[src/logic/tmr_pkg.sv]
// Purpose: constants shared by the configurable 8/16-bit timer
// Assumes: APB with 32-bit data, one aligned word per register
// Notes:   byte address of a register is four times its index
package tmr_pkg;
  // ------------------------------------------------------------
  // bus and register map
  // ------------------------------------------------------------
  localparam int          ADDR_W      = 16;
  localparam int          DATA_W      = 32;
  localparam logic [13:0] IDX_LO      = 14'h059C;
  localparam logic [13:0] IDX_HI      = 14'h059D;
  localparam logic [13:0] IDX_CA      = 14'h059E;
  localparam logic [13:0] IDX_CB      = 14'h059F;
  localparam logic [13:0] IDX_ST      = 14'h05A0;
  localparam logic [ADDR_W-1:0] ADDR_LO = {IDX_LO, 2'b00};
  localparam logic [ADDR_W-1:0] ADDR_HI = {IDX_HI, 2'b00};
  localparam logic [ADDR_W-1:0] ADDR_CA = {IDX_CA, 2'b00};
  localparam logic [ADDR_W-1:0] ADDR_CB = {IDX_CB, 2'b00};
  localparam logic [ADDR_W-1:0] ADDR_ST = {IDX_ST, 2'b00};
  // ------------------------------------------------------------
  // field layout and reset values
  // ------------------------------------------------------------
  localparam logic [7:0] REG_RST      = 8'h00;
  localparam logic [7:0] CA_WMASK     = 8'h9F;
  localparam int         CA_ON_BIT    = 7;
  localparam int         CA_OUT_BIT   = 5;
  localparam int         CA_W16_BIT   = 4;
  localparam int         CA_PS_LSB    = 0;
  localparam int         CB_CS_LSB    = 5;
  localparam int         CB_ASYNC_BIT = 4;
  localparam int         CB_CKPS_LSB  = 0;
  localparam int         ST_FLAG_BIT  = 0;
  localparam int         ST_IE_BIT    = 1;
  localparam int         PRE_SEL_W    = 4;
  localparam int         POST_W       = 4;
  localparam int         CS_W         = 3;
  localparam int         N_SRC        = 6;
  localparam logic [7:0] CNT_MAX      = 8'hFF;
endpackage

[src/logic/tmr_pre_if.sv]
// Purpose: link between timer core and its input prescaler
// Assumes: single clock domain
// Notes:   tick_out is combinational from tick_in
`timescale 1ns/10ps
interface tmr_pre_if #(parameter int SEL_W = 4);
  logic             tick_in;
  logic [SEL_W-1:0] sel;
  logic             clr;
  logic             tick_out;
  modport prs (input tick_in, input sel, input clr, output tick_out);
  modport ctl (output tick_in, output sel, output clr, input tick_out);
endinterface

[src/logic/tmr_prescaler.sv]
// Purpose: power-of-two divider on the timer's count ticks
// Assumes: tick_in is a one-cycle pulse per selected source edge
// Notes:   counter is hidden from software
`timescale 1ns/10ps
module tmr_prescaler
  import tmr_pkg::*;
#(
  parameter int SEL_W = PRE_SEL_W
) (
  // clock and reset
  input wire logic pclk,
  input wire logic presetn,
  // core side
  tmr_pre_if.prs   pre
);
  localparam int CNT_W = (1 << SEL_W) - 1;

  // refuse widths that the 32-bit mask arithmetic cannot serve
  if (SEL_W < 1 || SEL_W > 5) begin : g_bad_width
    $error("prescale select width out of range");
  end

  logic [CNT_W-1:0] cnt_q;
  logic [CNT_W-1:0] cnt_d;
  logic [CNT_W-1:0] mask;
  logic             hit;

  // divide by two to the power sel: fire when the low sel bits are all ones
  assign mask         = CNT_W'((32'h1 << pre.sel) - 32'h1);
  assign hit          = pre.tick_in & ((cnt_q & mask) == mask);
  assign pre.tick_out = hit & ~pre.clr;
  assign cnt_d        = pre.clr     ? '0 :
                        pre.tick_in ? cnt_q + 1'b1 : cnt_q;

  always_ff @(posedge pclk or negedge presetn) begin
    if (!presetn) begin
      cnt_q <= '0;
    end else begin
      cnt_q <= cnt_d;
    end
  end
endmodule

[src/logic/tmr_top.sv]
// Purpose: 8-bit period / 16-bit free-running timer behind APB
// Assumes: sources arrive asynchronous and slower than pclk / 2
// Notes:   instruction clock is pclk itself
`timescale 1ns/10ps
module tmr_top
  import tmr_pkg::*;
(
  // clock and reset
  input  wire logic              pclk,
  input  wire logic              presetn,
  // apb slave
  input  wire logic              psel,
  input  wire logic              penable,
  input  wire logic              pwrite,
  input  wire logic [ADDR_W-1:0] paddr,
  input  wire logic [DATA_W-1:0] pwdata,
  output logic      [DATA_W-1:0] prdata,
  output logic                   pready,
  output logic                   pslverr,
  // clock sources, asynchronous to pclk
  input  wire logic              src_pin,
  input  wire logic              src_hfosc,
  input  wire logic              src_lfosc,
  input  wire logic              src_mfosc,
  input  wire logic              src_sosc,
  input  wire logic              src_cell,
  // power state, from pclk logic
  input  wire logic              sleep_mode,
  // outputs
  output logic                   timer_output,
  output logic                   timer_irq,
  output logic                   wake_req
);

  // ------------------------------------------------------------
  // apb decode
  // ------------------------------------------------------------
  logic              pready_q;
  logic [DATA_W-1:0] prdata_q;
  logic              pslverr_q;
  logic              setup;
  logic              done;
  logic              hit_lo;
  logic              hit_hi;
  logic              hit_ca;
  logic              hit_cb;
  logic              hit_st;
  logic              mapped;
  logic              wr_ok;
  logic              wr_lo;
  logic              wr_hi;
  logic              wr_ca;
  logic              wr_cb;
  logic              wr_st;
  logic              rd_lo;

  assign setup  = psel & ~penable;
  assign done   = psel & penable & pready_q;
  assign hit_lo = (paddr == ADDR_LO);
  assign hit_hi = (paddr == ADDR_HI);
  assign hit_ca = (paddr == ADDR_CA);
  assign hit_cb = (paddr == ADDR_CB);
  assign hit_st = (paddr == ADDR_ST);
  assign mapped = hit_lo | hit_hi | hit_ca | hit_cb | hit_st;
  assign wr_ok  = done & pwrite & mapped;
  assign wr_lo  = wr_ok & hit_lo;
  assign wr_hi  = wr_ok & hit_hi;
  assign wr_ca  = wr_ok & hit_ca;
  assign wr_cb  = wr_ok & hit_cb;
  assign wr_st  = wr_ok & hit_st;
  assign rd_lo  = done & ~pwrite & hit_lo;

  // ------------------------------------------------------------
  // registers
  // ------------------------------------------------------------
  logic [7:0] ctrl_a_q;
  logic [7:0] ctrl_b_q;
  logic [7:0] cnt_lo_q;
  logic [7:0] cnt_lo_d;
  logic [7:0] cnt_hi_q;
  logic [7:0] cnt_hi_d;
  logic [7:0] hi_reg_q;
  logic [7:0] hi_reg_d;
  logic [7:0] per_buf_q;
  logic [7:0] per_buf_d;
  logic [7:0] snap_q;
  logic       out_q;
  logic       flag_q;
  logic       flag_d;
  logic       ie_q;
  logic       irq_q;
  logic       wake_q;

  logic                 mod_on;
  logic                 w16;
  logic [POST_W-1:0]    post_sel;
  logic [CS_W-1:0]      clk_sel;
  logic                 async_sel;
  logic [PRE_SEL_W-1:0] pre_sel;

  assign mod_on    = ctrl_a_q[CA_ON_BIT];
  assign w16       = ctrl_a_q[CA_W16_BIT];
  assign post_sel  = ctrl_a_q[CA_PS_LSB +: POST_W];
  assign clk_sel   = ctrl_b_q[CB_CS_LSB +: CS_W];
  assign async_sel = ctrl_b_q[CB_ASYNC_BIT];
  assign pre_sel   = ctrl_b_q[CB_CKPS_LSB +: PRE_SEL_W];

  // read mux; output level bit is read-only, reserved bit reads zero
  logic [7:0] rd_ca;
  logic [7:0] rd_st;
  logic [7:0] rd_byte;

  assign rd_ca   = (ctrl_a_q & CA_WMASK) |
                   (8'(out_q) << CA_OUT_BIT);
  assign rd_st   = (8'(flag_q) << ST_FLAG_BIT) |
                   (8'(ie_q) << ST_IE_BIT);
  assign rd_byte = hit_lo ? cnt_lo_q :
                   hit_hi ? hi_reg_q :
                   hit_ca ? rd_ca :
                   hit_cb ? ctrl_b_q :
                   hit_st ? rd_st : REG_RST;

  // ------------------------------------------------------------
  // clock source sampling
  // ------------------------------------------------------------
  // sources are sampled, so each must stay below half of pclk
  logic [N_SRC-1:0] src_raw;
  logic [N_SRC-1:0] s1_q;
  logic [N_SRC-1:0] s2_q;
  logic [N_SRC-1:0] s3_q;
  logic [N_SRC-1:0] rise;
  logic             pin_fall;
  logic             instr_tick;
  logic [7:0]       tick_vec;
  logic             src_tick;

  assign src_raw = {src_cell, src_sosc, src_mfosc,
                    src_lfosc, src_hfosc, src_pin};

  genvar gi;
  generate
    for (gi = 0; gi < N_SRC; gi++) begin : g_sync
      always_ff @(posedge pclk or negedge presetn) begin
        if (!presetn) begin
          s1_q[gi] <= 1'b0;
          s2_q[gi] <= 1'b0;
          s3_q[gi] <= 1'b0;
        end else begin
          s1_q[gi] <= src_raw[gi];
          s2_q[gi] <= s1_q[gi];
          s3_q[gi] <= s2_q[gi];
        end
      end
      assign rise[gi] = s2_q[gi] & ~s3_q[gi];
    end
  endgenerate

  // instruction clock is pclk, absent during sleep
  assign pin_fall   = ~s2_q[0] & s3_q[0];
  assign instr_tick = ~sleep_mode;
  assign tick_vec   = {rise[5], rise[4], rise[3], rise[2], rise[1],
                       instr_tick, pin_fall, rise[0]};
  assign src_tick   = tick_vec[clk_sel];

  // ------------------------------------------------------------
  // prescaler and synchroniser stage
  // ------------------------------------------------------------
  logic ctl_clr;
  logic sync_tick_q;
  logic cnt_tick;

  tmr_pre_if #(.SEL_W(PRE_SEL_W)) pre_if ();

  assign ctl_clr        = wr_lo | wr_ca | wr_cb;
  assign pre_if.tick_in = src_tick & mod_on;
  assign pre_if.sel     = pre_sel;
  assign pre_if.clr     = ctl_clr | ~mod_on;

  tmr_prescaler #(.SEL_W(PRE_SEL_W)) u_pre (
    .pclk    (pclk),
    .presetn (presetn),
    .pre     (pre_if.prs)
  );

  // the synchronised path costs one cycle and halts in sleep
  assign cnt_tick = async_sel ? pre_if.tick_out :
                    (sync_tick_q & ~sleep_mode);

  // ------------------------------------------------------------
  // counter
  // ------------------------------------------------------------
  logic [15:0] cnt16_inc;
  logic        match8;
  logic        roll16;
  logic        adv;
  logic        event_hit;

  assign cnt16_inc = {cnt_hi_q, cnt_lo_q} + 16'h0001;
  assign match8    = (cnt_lo_q == per_buf_q);
  assign roll16    = (cnt_lo_q == CNT_MAX) & (cnt_hi_q == CNT_MAX);
  assign adv       = cnt_tick & mod_on & ~wr_lo;
  assign event_hit = adv & (w16 ? roll16 : match8);

  assign cnt_lo_d  = wr_lo      ? pwdata[7:0] :
                     ~adv       ? cnt_lo_q :
                     w16        ? cnt16_inc[7:0] :
                     match8     ? REG_RST :
                                  cnt_lo_q + 8'h01;
  assign cnt_hi_d  = (wr_lo & w16) ? hi_reg_q :
                     (adv & w16)   ? cnt16_inc[15:8] : cnt_hi_q;
  assign hi_reg_d  = wr_hi          ? pwdata[7:0] :
                     (rd_lo & w16)  ? snap_q : hi_reg_q;
  assign per_buf_d = (adv & ~w16 & match8) ? hi_reg_q :
                     per_buf_q;

  // ------------------------------------------------------------
  // postscaler, output and flag
  // ------------------------------------------------------------
  logic [POST_W-1:0] post_q;
  logic [POST_W-1:0] post_d;
  logic              post_top;
  logic              toggle;

  assign post_top = (post_q == post_sel);
  assign toggle   = event_hit & post_top & ~ctl_clr;
  assign post_d   = ctl_clr   ? '0 :
                    event_hit ? (post_top ? '0 : post_q + 1'b1) : post_q;
  // set wins over a software clear in the same cycle
  assign flag_d   = toggle |
                    (flag_q & ~(wr_st & pwdata[ST_FLAG_BIT]));

  // ------------------------------------------------------------
  // flip-flops
  // ------------------------------------------------------------
  always_ff @(posedge pclk or negedge presetn) begin
    if (!presetn) begin
      pready_q  <= 1'b0;
      prdata_q  <= '0;
      pslverr_q <= 1'b0;
      snap_q    <= REG_RST;
    end else begin
      if (setup) begin
        pready_q  <= 1'b1;
        pslverr_q <= ~mapped;
        prdata_q  <= pwrite ? '0 : DATA_W'(rd_byte);
        snap_q    <= cnt_hi_q;
      end else if (done) begin
        pready_q  <= 1'b0;
        pslverr_q <= 1'b0;
      end
    end
  end

  always_ff @(posedge pclk or negedge presetn) begin
    if (!presetn) begin
      ctrl_a_q <= REG_RST;
      ctrl_b_q <= REG_RST;
      ie_q     <= 1'b0;
    end else begin
      if (wr_ca) begin
        ctrl_a_q <= pwdata[7:0] & CA_WMASK;
      end
      if (wr_cb) begin
        ctrl_b_q <= pwdata[7:0];
      end
      if (wr_st) begin
        ie_q <= pwdata[ST_IE_BIT];
      end
    end
  end

  always_ff @(posedge pclk or negedge presetn) begin
    if (!presetn) begin
      cnt_lo_q    <= REG_RST;
      cnt_hi_q    <= REG_RST;
      hi_reg_q    <= REG_RST;
      per_buf_q   <= REG_RST;
      sync_tick_q <= 1'b0;
      post_q      <= '0;
      out_q       <= 1'b0;
      flag_q      <= 1'b0;
    end else begin
      cnt_lo_q    <= cnt_lo_d;
      cnt_hi_q    <= cnt_hi_d;
      hi_reg_q    <= hi_reg_d;
      per_buf_q   <= per_buf_d;
      sync_tick_q <= pre_if.tick_out;
      post_q      <= post_d;
      out_q       <= out_q ^ toggle;
      flag_q      <= flag_d;
    end
  end

  always_ff @(posedge pclk or negedge presetn) begin
    if (!presetn) begin
      irq_q  <= 1'b0;
      wake_q <= 1'b0;
    end else begin
      irq_q  <= flag_q & ie_q;
      wake_q <= flag_q & ie_q & sleep_mode;
    end
  end

  // ------------------------------------------------------------
  // outputs
  // ------------------------------------------------------------
  assign prdata       = prdata_q;
  assign pready       = pready_q;
  assign pslverr      = pslverr_q;
  assign timer_output = out_q;
  assign timer_irq    = irq_q;
  assign wake_req     = wake_q;

endmodule

[config.mk]
export PLATFORM = sky130hd
export DESIGN_NAME = tmr_top
export DESIGN_NICKNAME = d
export VERILOG_FILES = /design/src/logic/tmr_pkg.sv /design/src/logic/tmr_pre_if.sv /design/src/logic/tmr_prescaler.sv /design/src/logic/tmr_top.sv
export SDC_FILE = /design/constraint.sdc
export NUM_CORES = 1
export LEC_CHECK = 0
export ABC_AREA = 1
export BUFFER_PORTS_ARGS = -buffer_cell sky130_fd_sc_hd__clkbuf_2
export CAP_MARGIN = 20
export CORE_MARGIN = 3
export CORE_UTILIZATION = 50
export CTS_CLUSTER_SIZE = 25
export DETAILED_ROUTE_END_ITERATION = 8
export PLACE_DENSITY = 0.72
export SYNTH_ARGS = -nofsm -noshare
export SYNTH_HDL_FRONTEND = slang
export SYNTH_HIERARCHICAL = 1
export SYNTH_SLANG_ARGS = --single-unit
[constraint.sdc]
create_clock -name pclk -period 6.3 [get_ports pclk]
set_input_delay 0.945 -clock pclk [delete_from_list [all_inputs] [get_ports pclk]]
set_output_delay 0.945 -clock pclk [all_outputs]
set_load 0.03 [all_outputs]
==> out/results.ini, run 1 <==
[setup_path]
cp_cell_sequence = clkbuf_2, inv_1, o2111ai_1, nand2_1, nor2_1, nand3_1, nor2_1, nand3_1, nor2_1, nand3_1, nor2_1, o21ai_0, a21oi_1, inv_1, nand2_2, nand2_2, inv_2, nand2_1, o21ai_1, inv_1
critical_path_class = in2reg
required_ns = 6.55
arrival_ns = 4.41
start_kind = input pin
ff2ff_path_depth = 20
cpMostUsedCell = nor2_1
worst_path_largest_cell_delay_ns = 0.60
critPathMaxFanout = 10
endpoint_kind = register
slowest_stage = o2111ai_1

[clock_tree]
ctsResizeCount = 0
cts_hold_buffers = 0
root_buffer = clkbuf_16
postCtsSetupBuffers = 0
cts_buffers = 9
cts_sinks = 107
cts_tree = yes
clock_path_buffers = 2
cts.reportedPaths.clkPinSlew_ns = 0.07
clkLatencyLatePin_ns = 0.35
h-tree-depth = 3

[flow_run]
cap_viol_max_count = 0

[synth]
syn_avg_cell_area_um2 = 7.477
ys_seq_area_frac = 0.4268
syn_inst = 839
yosys-top-cells-area = dfrtp_1 43%, nand2_1 13%, inv_1 6.5%
syn_area_um2 = 6274
synthDominantCellAreaShare = 0.4268
synth_seq_cells = 107
synth_cell_type_count = 43
yosysTopAreaCell = dfrtp_1
yosysWarnings = 6

[place]
portBuffers = 48
placed_area_um2 = 6581
gp_congestion = 0.9149
dpl.hpwl_mm = 11.09

[layout]
fin_area_um2 = 6869
layout_common_cells = 225 x nand2_1, 108 x inv_1, 107 x dfrtp_1
areaGrowthSynthToFinish_pct = 9.493
diodes = 0
drive_above_1_share = 0.1288
fin_nets = 952
final_core_util = 0.5648
layout_commonest_cell = nand2_1

[grt]
grt_antenna_before_repair = 0
grt.total_usage = 0.2165
grt_first_pass_wirelength_mm = 24.34
grt_overflow = 0
grt_max_degree = 76
grt_pass1_vias = 4866

[power]
power_mw = 1.419
peakVddDrop_v = 0.0001315
powerDensity_nw_per_um2 = 206.5
p_leak_nw = 3.657

[routing]
route.detailed.vias_per_inst = 5.157
drtAntennaViolNets = 0
first_pass_iters = 6
wl_per_cell_um = 13.78
vias = 5472
wirelength_mm = 14.62
drc = 0
drt_iter0_drc = 492

[sta]
drv_slew = 0
max_slew_margin = 0.3874
final-hold-violation-count = 0
rsz0062_at_grt = false
setup_violations = 0
max_clock_freq_mhz = 240.4
clock_skew_ns = 0.006419
holdWs_ns = 0.3507
period_needed_ns = 4.160
finalCritPeriodShare = 0.6603
fin_tns_setup_ns = 0
worst_pin_slew_ns = 0.9189

[die]
die_w_um = 118.0
fp.coreArea_um2 = 12160
rows = 40
pin_count = 97
die-area_um2 = 13930
initial_core_util = 0.5158
die_y_um = 118.0

[min_path]
hp-class = reg2reg
hold_depth = 0

[run_status]
outcome = completed

## cell type report
type / count / area (um2)
clock inverters: 6 / 48.80
well taps: 168 / 210.2
clock buffers: 10 / 239.0
multi-input cells: 603 / 2998
fillers: 1207 / 5293
inverters: 118 / 445.4
flip-flops and latches: 107 / 2678
repair buffers: 49 / 250.2
## cells in the mapped netlist, drive strengths merged
library cell and n:
nand3b 6, xnor2 5, ha 4, o211a 1
conb 1, nand3 64, nand4 24, o221ai 3
inv 115, xor2 6, o311ai 2, o2111ai 2
dfrtp 107, o22ai 4, buf 29, or2 3
nor3b 1, a21oi 21, nand2 241, nor3 17
o211ai 3, nor2 81, a21boi 1, clkbuf 5
a31oi 3, o21bai 9, and2 2, o21ai 76
clkinv 3
## per-layer routing
layer	vias up	share of wire	wire length [um]	track usage
met5	-	0	0	0
li1	2758	-	-	-
met3	24	0.065	949	0.04709
met1	2503	0.47	6905	0.3113
met2	187	0.44	6449	0.3266
met4	0	0.022	317	0.06960
## logic make-up (layout without fill, tap and decap cells)
| family | count (synthesis) | in the layout | synth area share |
|---|---|---|---|
| compound gates | 125 | 125 | 0.1125 |
| xor+xnor | 11 | 11 | 0.01536 |
| fa+ha+maj | 4 | 4 | 0.007978 |
| buf+inv | 152 | 183 | 0.1091 |
| flops | 107 | 107 | 0.4268 |
| other cells | 1 | 24 | 0.0005978 |
| simple gates | 439 | 439 | 0.3277 |
## final timing paths
path	end	start	slack [ns]
min reg2reg	s2_q[0]	s1_q[0]	0.35
min	s2_q[0]	s1_q[0]	0.35
min in group asynchronous	u_pre/cnt_q[12]	presetn	0.52
max in group asynchronous	cnt_hi_q[5]	presetn	4.53
max	cnt_hi_q[4]	paddr[2]	2.14
max reg2reg	cnt_hi_q[4]	ctrl_b_q[5]	2.35
## critical path, delay by kind of cell
kind | cells | cell delay, ns
buffers and inverters | 5 | 0.55
AO/OA/AOI/OAI | 4 | 1.13
AND/OR/NAND/NOR | 11 | 1.78
## stage by stage
stage,worst slack [ns],cells
after detailed placement,1.808,1045
after floorplan,2.959,862
after CTS,2.180,1061
after global placement,1.828,1045
final,2.140,1061
after global routing,1.834,1061
## sequential cells by signal (all words and copies together) (netlist names)
signal	flops
hi_reg_q	8
post_q	4
snap_q	8
ctrl_b_q	8
pready	1
sync_tick_q	1
flag_q	1
u_pre/cnt_q	15
timer_irq	1
pslverr	1
per_buf_q	8
prdata	8
wake_req	1
s1_q	6
ie_q	1
cnt_lo_q	8
ctrl_a_q	6
s2_q	6
cnt_hi_q	8
timer_output	1
s3_q	6
## power breakdown
part	internal, mW	leakage, nW	total [mW]	switching (mW)
registers	0.713	1.29	0.736	0.0234
logic	0.0382	2.22	0.136	0.0979
clock network	0.284	0.142	0.546	0.262
total	1.04	3.66	1.42	0.383
Power figures use the tool's default switching activity.
==> run 2, diff against run 1 <==
--- a/config.mk
+++ b/config.mk
@@ -12,7 +12,7 @@
 export CORE_UTILIZATION = 50
 export CTS_CLUSTER_SIZE = 25
 export DETAILED_ROUTE_END_ITERATION = 8
-export PLACE_DENSITY = 0.72
+export PLACE_DENSITY = 0.74
 export SYNTH_ARGS = -nofsm -noshare
 export SYNTH_HDL_FRONTEND = slang
 export SYNTH_HIERARCHICAL = 1
==> constraint.sdc (replaced) <==
create_clock -name pclk -period 3.7 [get_ports pclk]
set_input_delay 0.555 -clock pclk [delete_from_list [all_inputs] [get_ports pclk]]
set_output_delay 0.555 -clock pclk [all_outputs]
set_load 0.03 [all_outputs]
==> out/results.ini, run 2 (synthesis results as in run 1) <==
[sta]
worst_pin_slew_ns = 0.6183  ; -0.3007 ns
max_clock_freq_mhz = 311.6
rsz0062_at_grt = false
setup_violations = 0  ; unchanged
final-hold-violation-count = 0  ; unchanged
max_slew_margin = 0.5865  ; +0.1991
fin_tns_setup_ns = 0  ; unchanged
drv_slew = 0  ; unchanged
period_needed_ns = 3.209
clock_skew_ns = 0.01086  ; +0.004445 ns
setup_ws_ns = 0.4911  ; -1.649 ns
finalCritPeriodShare = 0.8673

[setup_path]
critical_path_class = reg2reg
reg2reg_slack_ns = 0.49  ; -1.86 ns
ff2ff_path_depth = 21  ; +5.0%
cp_cell_sequence = o311ai_0, a21oi_1, nor3_2, inv_1, nor2_1, nand3_1, nor2_1, nand3_1, nor2_1, nand3_1, nor2_1, o21ai_0, a21oi_1, buf_4, inv_1, nand2_2, nand2_2, inv_2, nand2_1, o21ai_1, inv_1
crit_family = simple AND/OR/NAND/NOR gates
endpoint_kind = register
cpMostUsedCell = nor2_1
start_kind = register
required_ns = 3.96  ; -2.59 ns
r2r_end = cnt_hi_q[4]
slowest_stage = dfrtp_1
critPathMaxFanout = 7  ; -3
worst_path_largest_cell_delay_ns = 0.44  ; -0.16 ns
worst-path-buf-inv = 5  ; unchanged
reg2reg_from = ctrl_b_q[5]
arrival_ns = 3.46  ; -0.95 ns

[routing]
drc = 0  ; unchanged
route.detailed.vias_per_inst = 5.190  ; +0.62%
drt_iter0_drc = 547  ; +11%
drtAntennaViolNets = 0  ; unchanged
first_pass_iters = 5  ; -1
wl_per_cell_um = 14.01  ; +1.7%
vias = 5558  ; +1.6%
wirelength_mm = 15.01  ; +2.6%

[flow_run]
cap_viol_max_count = 0  ; unchanged

[run_status]
outcome = completed

[clock_tree]
cts_buffers = 9  ; unchanged
cts_hold_buffers = 0  ; unchanged
clkLatencyLatePin_ns = 0.36  ; about the same
h-tree-depth = 3  ; unchanged
cts_sinks = 107  ; unchanged
cts_tree = yes
root_buffer = clkbuf_16
clock_path_buffers = 2  ; unchanged
cts.reportedPaths.clkPinSlew_ns = 0.08  ; about the same

[place]
post-place-ws_ns = 0.4323  ; -1.376 ns
dpl.hpwl_mm = 11.23  ; +1.2%
portBuffers = 48  ; unchanged
placed_area_um2 = 6656  ; +1.1%
gp_congestion = 0.9303  ; +1.7%

[power]
p_leak_nw = 3.731  ; +2.0%
power_mw = 2.571  ; +81%
powerDensity_nw_per_um2 = 367.7  ; +78%
peakVddDrop_v = 0.0002118  ; +61%

[die]
initial_core_util = 0.5158  ; unchanged
die-area_um2 = 13930  ; unchanged
pin_count = 97  ; unchanged
die_w_um = 118.0  ; unchanged
fp.coreArea_um2 = 12160  ; unchanged
die_y_um = 118.0  ; unchanged
rows = 40  ; unchanged

[grt]
grt_first_pass_wirelength_mm = 25.05  ; +2.9%
grt_overflow = 0  ; unchanged
grt_antenna_before_repair = 0  ; unchanged
grt_pass1_vias = 4978  ; +2.3%
grt.total_usage = 0.2219  ; +0.005487
grt_max_degree = 49  ; -36%

[min_path]
hp-class = in2async

[layout]
layout_commonest_cell = nand2_1
fin_area_um2 = 6992  ; +1.8%
regMostFlops = u_pre/cnt_q
diodes = 0  ; unchanged
layout_common_cells = 225 x nand2_1, 108 x inv_1, 107 x dfrtp_1
largest_reg_flops = 15  ; unchanged
drive_above_1_share = 0.1395  ; +0.01076
final_core_util = 0.5749  ; +0.01008
areaGrowthSynthToFinish_pct = 11.45
fin_nets = 962  ; +1.1%
filler_cell_count = 1139  ; -5.6%

## run 2: area by class of cell
type | count | area (um2) | area share
Multi-Input combinational cell | 603 | 3003 | 0.4295
Sequential cell | 107 | 2678 | 0.3830
Inverter | 118 | 445.4 | 0.06371
Timing Repair Buffer | 59 | 325.3 | 0.04653
Clock buffer | 9 | 225.2 | 0.03221
Tap cell | 168 | 210.2 | 0.03006
Clock inverter | 7 | 105.1 | 0.01503
## run 2: worst max path at each step
stage,cells past startpoint,startpoint,end
floorplan,22,paddr[10],cnt_hi_q[4]
global placement,21,ctrl_b_q[5],cnt_hi_q[4]
detailed placement,21,ctrl_b_q[5],cnt_hi_q[4]
CTS,21,ctrl_b_q[5],cnt_hi_q[4]
global route,21,ctrl_b_q[5],cnt_hi_q[4]
finish,21,ctrl_b_q[5],cnt_hi_q[4]
## run 2: report_power, final
group          switching, mW  internal [mW]
logic                  0.170         0.0678
registers             0.0392           1.21
clock network          0.473          0.607
## run 2: stage by stage
step	instances	hold WS [ns]
6_report	1071	0.2001
4_1_cts	1071	0.2229
3_5_place_dp	1055	0.3363
2_1_floorplan	862	0.2594
3_3_place_gp	1055	0.3331
5_1_grt	1071	0.2514
## run 2: repair_timing
action | in CTS | in global routing
resized for setup | 0 | 1
setup endpoints to repair | 0 | 2
buffers inserted | 0 | 0
## run 2: routing by layer
metal | up-vias | global-route usage | wire length (um)
li1 | 2789 | - | -
met1 | 2568 | 0.3153 | 7092
met2 | 182 | 0.3432 | 6765
met3 | 19 | 0.05142 | 938
met4 | 0 | 0.05934 | 209
met5 | - | 0 | 0
==> run 3, diff against run 2 <==
--- a/config.mk
+++ b/config.mk
@@ -8,11 +8,13 @@
 export ABC_AREA = 1
 export BUFFER_PORTS_ARGS = -buffer_cell sky130_fd_sc_hd__clkbuf_2
 export CAP_MARGIN = 20
+export CORE_ASPECT_RATIO = 1.25
 export CORE_MARGIN = 3
 export CORE_UTILIZATION = 50
 export CTS_CLUSTER_SIZE = 25
 export DETAILED_ROUTE_END_ITERATION = 8
 export PLACE_DENSITY = 0.74
+export REMOVE_ABC_BUFFERS = 1
 export SYNTH_ARGS = -nofsm -noshare
 export SYNTH_HDL_FRONTEND = slang
 export SYNTH_HIERARCHICAL = 1
==> out/results.ini, run 3 (synthesis results as in run 1) <==
[routing]
drc = 0  ; unchanged
vias = 5537  ; -0.38%
wl_per_cell_um = 14.39  ; +2.7%
drt_iter0_drc = 338  ; -38%
drtAntennaViolNets = 0  ; unchanged
wirelength_mm = 15.31  ; +2.0%
first_pass_iters = 5  ; unchanged
route.detailed.vias_per_inst = 5.204  ; +0.28%

[power]
power.switching_uw = 684.4  ; +0.36%
combPwrFrac = 0.098  ; +0.006
clockPowerShare = 0.389  ; -0.031
swShare = 0.2803  ; +0.01502
powerDensity_nw_per_um2 = 352.7  ; -4.1%
p_leak_nw = 3.697  ; -0.91%
power_mw = 2.442  ; -5.0%
peakVddDrop_v = 0.0002187  ; +3.3%
p_int_mw = 1.757  ; -7.0%
seq_power_share = 0.513  ; +0.026

[layout]
areaGrowthSynthToFinish_pct = 10.35
filler_cell_count = 1183  ; +3.9%
drive_above_1_share = 0.1367  ; -0.002868
regMostFlops = u_pre/cnt_q
final_cells = 1064  ; -0.65%
fin_area_um2 = 6923  ; -0.98%
multi_input_area_um2 = 3003  ; unchanged
diodes = 0  ; unchanged
layout_commonest_cell = nand2_1
fin_nets = 959  ; -0.31%
layout_common_cells = 225 x nand2_1, 108 x inv_1, 107 x dfrtp_1
largest_reg_flops = 15  ; unchanged
layout.area.seq_um2 = 2678  ; unchanged

[place]
dpl.hpwl_mm = 11.76  ; +4.8%
gp_congestion = 0.9820  ; +5.6%
placed_cells_incl_taps = 1048  ; -0.66%
placed_area_um2 = 6629  ; -0.41%
portBuffers = 48  ; unchanged

[clock_tree]
cts_tree = yes
clock_path_buffers = 2  ; unchanged
postCtsSetupBuffers = 0  ; unchanged
cts.reportedPaths.clkPinSlew_ns = 0.08  ; about the same
cts_sinks = 107  ; unchanged
clkLatencyLatePin_ns = 0.35  ; about the same
cts_buffers = 9  ; unchanged
root_buffer = clkbuf_16
h-tree-depth = 3  ; unchanged

[die]
die_w_um = 106.2  ; -10%
die_y_um = 131.2  ; +11%
initial_core_util = 0.5135  ; -0.002377
fp.coreArea_um2 = 12220  ; +0.46%
rows = 45  ; +13%
pin_count = 97  ; unchanged
die-area_um2 = 13940  ; about the same

[sta]
max_slew_margin = 0.4539  ; -0.1326
max_clock_freq_mhz = 302.6  ; -2.9%
clock_skew_ns = 0.007764  ; -0.003100 ns
finalCritPeriodShare = 0.8933  ; +0.02601
drv_slew = 0  ; unchanged
worst_pin_slew_ns = 0.8192  ; +0.2009 ns
holdWs_ns = 0.2880  ; +0.08792 ns
final-hold-violation-count = 0  ; unchanged
fin_tns_setup_ns = 0  ; unchanged
period_needed_ns = 3.305  ; +0.09622 ns
rsz0062_at_grt = false
setup_violations = 0  ; unchanged

[setup_path]
critPathMaxFanout = 10  ; +3
required_ns = 3.95  ; about the same
endpoint_kind = register
start_kind = register
arrival_ns = 3.55  ; +0.09 ns
critical_path_class = reg2reg

[min_path]
hp-class = in2async

[grt]
grt_overflow = 0  ; unchanged
grt.total_usage = 0.2260  ; +0.004029
grt_first_pass_wirelength_mm = 25.23  ; +0.72%
grt_antenna_before_repair = 0  ; unchanged
grt_pass1_vias = 5234  ; +5.1%
grt_max_degree = 66  ; +35%

[run_status]
outcome = completed

[flow_run]
cap_viol_max_count = 0  ; unchanged

[run 3: cell count changes in the layout (fill, tap and decap cells not counted)]
cell,previous run,this run
bufinv_16,2,0
inv_6,2,5
inv_8,2,1
buf_4,12,9
clkinv_4,0,1
clkinv_2,1,0
[run 3: routing by layer]
layer | vias to the layer above | share of wire | track usage
met5 | - | 0 | 0
met4 | 0 | 0.027 | 0.07703
met3 | 28 | 0.049 | 0.04128
met2 | 144 | 0.53 | 0.4123
met1 | 2582 | 0.40 | 0.2626
li1 | 2783 | - | -
[run 3: timing repair]
action                     in CTS  in global routing
resized for setup               0                  1
hold buffers                    0                  0
hold endpoints to repair        0                  0
setup endpoints to repair       0                  4
[run 3: worst paths after layout]
check                             from          end  slack [ns]  cells past startpoint
max                        ctrl_b_q[5]  cnt_hi_q[4]        0.39                     20
max reg2reg                ctrl_b_q[5]  cnt_hi_q[4]        0.39                     20
min in group pclk             src_sosc      s1_q[4]        0.30                      1
max in group asynchronous      presetn    prdata[4]        2.59                      2
min                            presetn    timer_irq        0.29                      1
min reg2reg                    s1_q[0]      s2_q[0]        0.35                      0
[run 3: area by class of cell]
| class | instances | area share |
|---|---|---|
| Tap cell | 164 | 0.02964 |
| Clock inverter | 7 | 0.009217 |
| Timing Repair Buffer | 56 | 0.04374 |
| Sequential cell | 107 | 0.3868 |
| Clock buffer | 9 | 0.03253 |
| Multi-Input combinational cell | 603 | 0.4338 |
| Inverter | 118 | 0.06434 |
[run 3: critical path, stage by stage, from the launching register on]
cell	delay, ns
dfrtp_1	0.45
o311ai_0	0.37
a21oi_1	0.13
nor3_2	0.19
inv_1	0.06
nor2_1	0.22
nand3_1	0.11
nor2_1	0.12
nand3_1	0.08
nor2_1	0.10
nand3_1	0.08
nor2_1	0.12
o21ai_0	0.10
a21oi_1	0.26
inv_1	0.15
nand2_2	0.11
nand2_2	0.14
inv_2	0.16
nand2_1	0.06
o21ai_1	0.11
inv_1	0.05
[run 3: through the flow]
step                  util  setup slack [ns]
floorplan                -            0.7478
detailed placement  0.5426            0.3144
CTS                 0.5662            0.3110
global placement    0.5426            0.3197
global route        0.5666           0.04728
finish              0.5666            0.3949
[run 3: power by group through the flow]
stage / Clock (mW) / Combinational, mW / Sequential, mW
3_5_place_dp: 0 / 0.238 / 1.28
4_1_cts: 0.966 / 0.240 / 1.25
2_1_floorplan: 0 / 0.150 / 1.27
6_report: 0.950 / 0.239 / 1.25
3_3_place_gp: 0 / 0.237 / 1.27
5_1_grt: 1.01 / 0.267 / 1.26
